==> config.mk <==
export PLATFORM = sky130hd
export DESIGN_NAME = lbfr_top
export DESIGN_NICKNAME = d
export VERILOG_FILES = /design/src/rtl/lbfr_pkg.sv /design/src/rtl/lbfr_channel.sv /design/src/rtl/lbfr_top.sv
export VERILOG_INCLUDE_DIRS = /design/src /design/src/rtl
export SDC_FILE = /design/constraint.sdc
export NUM_CORES = 1
export LEC_CHECK = 0
export ABC_AREA = 1
export BUFFER_PORTS_ARGS = -buffer_cell sky130_fd_sc_hd__buf_4
export CAP_MARGIN = 25
export CORE_AREA = 2 2 148 150
export DETAILED_ROUTE_END_ITERATION = 6
export DIE_AREA = 0 0 150 152
export GPL_ROUTABILITY_DRIVEN = 0
export GPL_TIMING_DRIVEN = 0
export PLACE_DENSITY = 0.66
export SYNTH_ARGS = -nofsm -noshare
export SYNTH_HDL_FRONTEND = slang
export SYNTH_SLANG_ARGS = --single-unit
==> constraint.sdc <==
create_clock -name i_core_clk -period 3.75 [get_ports i_core_clk]
set_clock_uncertainty 0.2 [all_clocks]
set_input_delay 0.5625 -clock i_core_clk [delete_from_list [all_inputs] [get_ports i_core_clk]]
set_output_delay 0.5625 -clock i_core_clk [all_outputs]
set_load 0.03 [all_outputs]
==> src/rtl/lbfr_defs.svh <==
// Offsets, field positions, reset values and timing counts of the low-bus fault response block
`ifndef LBFR_DEFS_SVH
`define LBFR_DEFS_SVH
`define LBFR_CTRL1_ADDR 8'hB0
`define LBFR_RESP_ADDR 8'hB1
`define LBFR_STATUS_ADDR 8'hD2
`define LBFR_RESP_RESET 8'h00
`define LBFR_CTRL1_RESET 8'h00
`define LBFR_CTRL1_INDIV_BIT 7
`define LBFR_CTRL1_CLEAR_BIT 6
`define LBFR_OOV_LSB 0
`define LBFR_OUV_LSB 2
`define LBFR_IOV_LSB 4
`define LBFR_IUV_LSB 6
`define LBFR_ST_OOV_BIT 0
`define LBFR_ST_OUV_BIT 1
`define LBFR_ST_IOV_BIT 2
`define LBFR_ST_IUV_BIT 3
`define LBFR_HICCUP_MS 500
`define LBFR_CLK_MHZ 125
`define LBFR_HICCUP_CYCLES (`LBFR_HICCUP_MS * 1000 * `LBFR_CLK_MHZ)
`endif

==> src/rtl/lbfr_pkg.sv <==
// Types shared by the low-bus fault response block
package lbfr_pkg;
    typedef enum logic [1:0] {
        LBFR_FLAG = 2'b00,
        LBFR_HICCUP = 2'b01,
        LBFR_LATCH = 2'b10,
        LBFR_FLAG_ALT = 2'b11
    } lbfr_resp_t;

    typedef struct packed {
        logic in_uv;
        logic in_ov;
        logic out_uv;
        logic out_ov;
    } lbfr_faults_t;

    typedef struct packed {
        logic wr;
        logic [7:0] addr;
        logic [7:0] data;
    } lbfr_reg_wr_t;
endpackage

==> src/rtl/lbfr_channel.sv <==
// One fault channel: comparison, response decode and switching-stop state
`timescale 1ns/1ps
`default_nettype none
`include "lbfr_defs.svh"
module lbfr_channel #(
    parameter int unsigned HICCUP_CYCLES = `LBFR_HICCUP_CYCLES,
    parameter int unsigned VW = 12,
    parameter bit IS_OV = 1'b1
) (
    input wire logic i_core_clk,
    input wire logic i_rst_n,
    input wire logic [VW-1:0] i_level,
    input wire logic [VW-1:0] i_threshold,
    input wire logic [1:0] i_resp,
    input wire logic i_restart,
    output logic o_fault,
    output logic o_stop
);
    typedef enum logic [1:0] {
        CH_RUN = 2'b00,
        CH_HICCUP = 2'b01,
        CH_LATCH = 2'b10
    } lbfr_ch_state_t;

    lbfr_ch_state_t state;
    lbfr_ch_state_t next_state;
    logic [31:0] wait_cnt;
    logic [31:0] next_wait_cnt;

    // Strict compare: a level sitting on the threshold is not a fault
    assign o_fault = IS_OV ? (i_level > i_threshold) : (i_level < i_threshold);
    // Taken from the next state so switching halts on the same edge that records the fault
    assign o_stop = (next_state != CH_RUN);

    always_comb begin
        next_state = state;
        next_wait_cnt = wait_cnt;
        unique case (state)
            CH_RUN: begin
                next_wait_cnt = 32'h0;
                if (o_fault && i_resp == lbfr_pkg::LBFR_HICCUP) begin
                    next_state = CH_HICCUP;
                end else if (o_fault && i_resp == lbfr_pkg::LBFR_LATCH) begin
                    next_state = CH_LATCH;
                end
            end
            CH_HICCUP: begin
                if (o_fault) begin
                    next_wait_cnt = 32'h0;
                end else if (wait_cnt >= HICCUP_CYCLES - 1) begin
                    next_state = CH_RUN;
                    next_wait_cnt = 32'h0;
                end else begin
                    next_wait_cnt = wait_cnt + 32'h1;
                end
            end
            CH_LATCH: begin
                if (i_restart) begin
                    next_state = CH_RUN;
                end
            end
            default: begin
                next_state = CH_RUN;
            end
        endcase
    end

    always_ff @(posedge i_core_clk) begin
        if (!i_rst_n) begin
            state <= CH_RUN;
            wait_cnt <= 32'h0;
        end else begin
            state <= next_state;
            wait_cnt <= next_wait_cnt;
        end
    end
endmodule // lbfr_channel
`default_nettype wire

==> src/rtl/lbfr_top.sv <==
// Low-voltage bus fault response register and fault handling
`timescale 1ns/1ps
`default_nettype none
`include "lbfr_defs.svh"
// Operation
// - Response register at B1h, read/write, resets to 00h.
// - Fields: 7:6 in UV, 5:4 in OV, 3:2 out UV, 1:0 out OV.
// - Fields apply only when individual enable set; else mode pin response.
// - Fault sets status bit 0 out OV, 1 out UV, 2 in OV.
// - Any detected fault drives the active-low fault flag low.
// - Code 00 flags only; switching continues.
// - Hiccup or latch codes stop all phases together with flagging.
// - Hiccup restarts switching 500 ms after the fault clears.
// - Latch-off holds until switching enable or chip enable toggles.
// - Code 11 behaves exactly as code 00.
// - OV above first OV threshold; UV below first UV threshold.
// - Clear bit 1 then 0 clears status; persisting faults set again.
module lbfr_top #(
    parameter int unsigned HICCUP_CYCLES = `LBFR_HICCUP_CYCLES,
    parameter int unsigned VW = 12
) (
    input wire logic i_core_clk,
    input wire logic i_rst_n,
    input wire lbfr_pkg::lbfr_reg_wr_t i_reg_wr,
    input wire logic [7:0] i_reg_rd_addr,
    output logic [7:0] o_reg_rd_data,
    input wire logic [1:0] i_mode_resp,
    input wire logic i_pwm_en,
    input wire logic [VW-1:0] i_out_level,
    input wire logic [VW-1:0] i_in_level,
    input wire logic [VW-1:0] i_out_ov_thr,
    input wire logic [VW-1:0] i_out_uv_thr,
    input wire logic [VW-1:0] i_in_ov_thr,
    input wire logic [VW-1:0] i_in_uv_thr,
    output lbfr_pkg::lbfr_faults_t o_status,
    output logic o_fault_flag_n,
    output logic o_fault_flag_oe,
    output logic o_pwm_stop
);
    logic [7:0] resp;
    logic [7:0] next_resp;
    logic indiv_en;
    logic next_indiv_en;
    logic clear;
    logic next_clear;
    logic pwm_en_q;
    lbfr_pkg::lbfr_faults_t status;
    lbfr_pkg::lbfr_faults_t next_status;
    lbfr_pkg::lbfr_faults_t fault;
    lbfr_pkg::lbfr_faults_t stop;
    logic [7:0] next_rd_data;
    logic restart;
    logic next_flag_oe;
    logic next_pwm_stop;

    // Picks field or mode-pin code; codes 00 and 11 both give flag-only in the channel
    function automatic logic [1:0] lbfr_sel(input logic en, input logic [1:0] field,
                                            input logic [1:0] mode);
        return en ? field : mode;
    endfunction

    // Either edge of switching enable counts as the toggle that releases a latch
    assign restart = (i_pwm_en != pwm_en_q);

    lbfr_channel #(.HICCUP_CYCLES(HICCUP_CYCLES), .VW(VW), .IS_OV(1'b1)) u_out_ov (
        .i_core_clk(i_core_clk),
        .i_rst_n(i_rst_n),
        .i_level(i_out_level),
        .i_threshold(i_out_ov_thr),
        .i_resp(lbfr_sel(indiv_en, resp[`LBFR_OOV_LSB +: 2], i_mode_resp)),
        .i_restart(restart),
        .o_fault(fault.out_ov),
        .o_stop(stop.out_ov)
    );
    lbfr_channel #(.HICCUP_CYCLES(HICCUP_CYCLES), .VW(VW), .IS_OV(1'b0)) u_out_uv (
        .i_core_clk(i_core_clk),
        .i_rst_n(i_rst_n),
        .i_level(i_out_level),
        .i_threshold(i_out_uv_thr),
        .i_resp(lbfr_sel(indiv_en, resp[`LBFR_OUV_LSB +: 2], i_mode_resp)),
        .i_restart(restart),
        .o_fault(fault.out_uv),
        .o_stop(stop.out_uv)
    );
    lbfr_channel #(.HICCUP_CYCLES(HICCUP_CYCLES), .VW(VW), .IS_OV(1'b1)) u_in_ov (
        .i_core_clk(i_core_clk),
        .i_rst_n(i_rst_n),
        .i_level(i_in_level),
        .i_threshold(i_in_ov_thr),
        .i_resp(lbfr_sel(indiv_en, resp[`LBFR_IOV_LSB +: 2], i_mode_resp)),
        .i_restart(restart),
        .o_fault(fault.in_ov),
        .o_stop(stop.in_ov)
    );
    lbfr_channel #(.HICCUP_CYCLES(HICCUP_CYCLES), .VW(VW), .IS_OV(1'b0)) u_in_uv (
        .i_core_clk(i_core_clk),
        .i_rst_n(i_rst_n),
        .i_level(i_in_level),
        .i_threshold(i_in_uv_thr),
        .i_resp(lbfr_sel(indiv_en, resp[`LBFR_IUV_LSB +: 2], i_mode_resp)),
        .i_restart(restart),
        .o_fault(fault.in_uv),
        .o_stop(stop.in_uv)
    );

    always_comb begin
        next_resp = resp;
        next_indiv_en = indiv_en;
        next_clear = clear;
        if (i_reg_wr.wr && i_reg_wr.addr == `LBFR_RESP_ADDR) begin
            next_resp = i_reg_wr.data;
        end
        if (i_reg_wr.wr && i_reg_wr.addr == `LBFR_CTRL1_ADDR) begin
            next_indiv_en = i_reg_wr.data[`LBFR_CTRL1_INDIV_BIT];
            next_clear = i_reg_wr.data[`LBFR_CTRL1_CLEAR_BIT];
        end
    end

    // Clear held high keeps status at zero; set resumes the cycle after clear drops
    always_comb begin
        if (clear) begin
            next_status = '0;
        end else begin
            next_status = status | fault;
        end
    end

    always_comb begin
        next_flag_oe = |next_status;
        next_pwm_stop = |stop;
    end

    always_comb begin
        unique case (i_reg_rd_addr)
            `LBFR_RESP_ADDR: next_rd_data = resp;
            `LBFR_CTRL1_ADDR: next_rd_data = {indiv_en, clear, 6'h00};
            `LBFR_STATUS_ADDR: next_rd_data = {4'h0, status};
            default: next_rd_data = 8'h00;
        endcase
    end

    always_ff @(posedge i_core_clk) begin
        if (!i_rst_n) begin
            resp <= `LBFR_RESP_RESET;
            indiv_en <= 1'b0;
            clear <= 1'b0;
            status <= '0;
            // Tracks the pin in reset so release shows no false toggle
            pwm_en_q <= i_pwm_en;
            o_reg_rd_data <= 8'h00;
            o_status <= '0;
            o_fault_flag_n <= 1'b1;
            o_fault_flag_oe <= 1'b0;
            o_pwm_stop <= 1'b0;
        end else begin
            resp <= next_resp;
            indiv_en <= next_indiv_en;
            clear <= next_clear;
            status <= next_status;
            pwm_en_q <= i_pwm_en;
            o_reg_rd_data <= next_rd_data;
            o_status <= next_status;
            // Open drain: only ever pulls low, flag follows status in the same cycle
            o_fault_flag_n <= 1'b0;
            o_fault_flag_oe <= next_flag_oe;
            o_pwm_stop <= next_pwm_stop;
        end
    end
endmodule // lbfr_top
`default_nettype wire

==> impl_metrics.ini <==
[route]
drc = 0
antenna_left = 0
post_drt_wl_per_cell_um = 13.0
dr.pass1.iters = 5
drt-initial-drc-count = 488
drt_wl_total_mm = 24.9
viasPerCell = 4.99
num_vias = 9547

[cts]
clkTransAtPathRegs_ns = 0.06
cts_buffers = 17
postCtsSetupRepairBufs = 0
clk_latency_ns = 0.43
clkSinkCount = 162
cts_tree = yes
hold_buffers = 0
root_buffer = clkbuf_16
htreeDepth = 4
post_cts_resized = 0
clockBufferDepth = 2

[synth]
ys_seq_elements = 162
yosysMostFrequentCell = nand2_1
synthFlopType = dfxtp_1
ys_types = 45
async_flop_share = 0
synthTopCellsByCount = nand2_1, inv_1, nor2_1, dfxtp_1, a21oi_1
synthCells = 1487
synth_area_um2 = 9810
yosys_warnings = 0
synthDominantCellAreaShare = 0.331
avgSynthCellArea_um2 = 6.60
syn_nets = 1639
synth.area.top_cells = dfxtp_1, nand2_1, inv_1, nor2_1, ha_1
synth_seq_area_share = 0.331
synth_edf_count = 0
synth_top_area_cell = dfxtp_1

[global_route]
grt_max_degree = 17
grt.total_usage = 0.226
grt_remaining_overflow = 0
grt_pass1_wl_mm = 42.2
antenna_found_initial = 0
first_global_vias = 8976

[final_layout]
area_delta_synth_final_pct = 18.2
drive_gt1_frac = 0.132
final_nets = 1774
insertedDiodeCount = 0

[sta]
fmax_mhz = 441
hold_viol_final = 0
finalMaxSlewViolations = 0
tightestPinTransition_ns = 0.691
rsz0062_at_grt = false
tns_ns = 0
final-setup-viol-count = 0
maxSlewHeadroom = 0.539
fin_crit_sh = 0.605
period_minus_slack_ns = 2.27

[setup_path]
crit_chain = buf_4, ha_1, a21oi_1, nand2_1, a21oi_1, nand2_2, nand2_1, nor2_4, o21ai_4, buf_6, nor2_1
required_ns = 3.87
end_kind = register
cp.arrival_ns = 2.39
start_kind = primary input
crit_path_max_fanout = 10
max_stage_delay_ns = 0.30
worstSetupPathType = primary input to register
worst_path_max_delay_cell = ha_1
timing.critical_path.buf_inv = 2
cpLargestDelayFamily = compound AO/OA/AOI/OAI gates

[placement]
port-buffer-count = 116
dp_hpwl_mm = 19.5

[floorplan]
rows = 54
core-area_um2 = 21400
pin_count = 117
start_util = 0.459
die_h_um = 152
die_width_um = 150
die_area_um2 = 22800

[pwr]
powerDensity_nw_per_um2 = 333
leakage_nw = 4.80
p_total_mw = 3.86
ir_drop_uv = 312

[run_status]
outcome = finished, final reports clean

[min_path]
worstHoldPathType = primary input to register

[flow_run]
maxCapViolCount = 0
==> power by group <==
group / total (mW) / internal [mW] / leakage (nW) / switching (mW)
clock: 1.69 / 0.980 / 0.275 / 0.706
sequential: 1.75 / 1.74 / 1.31 / 0.0135
combinational: 0.420 / 0.171 / 3.22 / 0.250
==> path summary, 6_finish.rpt <==
check / startpoint / to / slack (ns) / cells after the start
max: i_in_level[11] / u_in_uv.wait_cnt[8]$_SDFFE_PN0P_ / 1.48 / 11
min: i_pwm_en / pwm_en_q$_DFF_P_ / 0.06 / 1
max reg2reg: u_out_uv.wait_cnt[0]$_SDFFE_PN0P_ / u_out_uv.wait_cnt[25]$_SDFFE_PN0P_ / 1.52 / 13
min reg2reg: u_in_ov.wait_cnt[29]$_SDFFE_PN0P_ / u_in_ov.wait_cnt[29]$_SDFFE_PN0P_ / 0.23 / 2
==> state kept, by name, summed over array words and instances, names as in the netlist, 2 cells and up <==
name / cells
u_out_uv.wait_cnt: 32
u_out_ov.wait_cnt: 32
o_reg_rd_data: 8
u_in_uv.state: 2
u_out_uv.state: 2
u_out_ov.state: 2
u_in_ov.wait_cnt: 32
status: 4
u_in_uv.wait_cnt: 32
resp: 8
u_in_ov.state: 2
==> layer usage <==
layer	global-route usage	vias to the layer above	routed length [um]
li1	-	5011	-
met1	0.299	4329	11800
met2	0.377	169	11700
met3	0.0330	38	860
met4	0.0723	0	578
met5	0	-	0
==> layout by cell type, fill, tap and decap left out, types with 7 or more instances in the layout <==
cell / Yosys / routed
nand4_1: 39 / 39
nand2_1: 366 / 366
nand3_1: 61 / 61
buf_2: 11 / 11
inv_1: 209 / 209
dfxtp_1: 162 / 162
xnor2_1: 11 / 11
xor2_1: 43 / 43
nor2_4: 7 / 7
a21oi_1: 108 / 108
clkbuf_1: 22 / 24
nor2_2: 9 / 9
buf_4: 0 / 116
nor3_1: 59 / 59
o21ai_0: 44 / 44
nor2_1: 197 / 197
clkbuf_16: 0 / 17
nor3_2: 8 / 8
nand2_2: 10 / 10
ha_1: 50 / 50
==> cell families after synthesis <==
group | synth area share
xor+xnor | 0.0482
buf+inv | 0.102
fa+ha+maj | 0.0638
simple gates | 0.357
flops | 0.331
compound gates | 0.0981
==> layout make-up <==
class                   count  area, um^2
fillers                  2169        9760
multi-input cells        1071        5560
flip-flops and latches    162        3240
repair buffers            116         871
inverters                 215         807
clock buffers              23         488
well taps                 280         350
plain buffers              39         198
clock inverters             8        77.6
==> per-stage QoR <==
| stage | cell area [um^2] | hold WS [ns] | util | cells | setup slack, ns |
|---|---|---|---|---|---|
| 3_5_place_dp | 11000 | 0.219 | 0.517 | 1883 | 1.04 |
| 6_report | 11600 | 0.0582 | 0.543 | 1914 | 1.48 |
| 5_1_grt | 11600 | 0.0530 | 0.543 | 1914 | 1.27 |
| 3_3_place_gp | 11000 | 0.216 | 0.517 | 1883 | 1.07 |
| 2_1_floorplan | 9810 | 0.210 | - | 1487 | 1.49 |
| 4_1_cts | 11600 | 0.0477 | 0.543 | 1914 | 1.49 |
No activity file was read; power rests on OpenSTA's default activity.
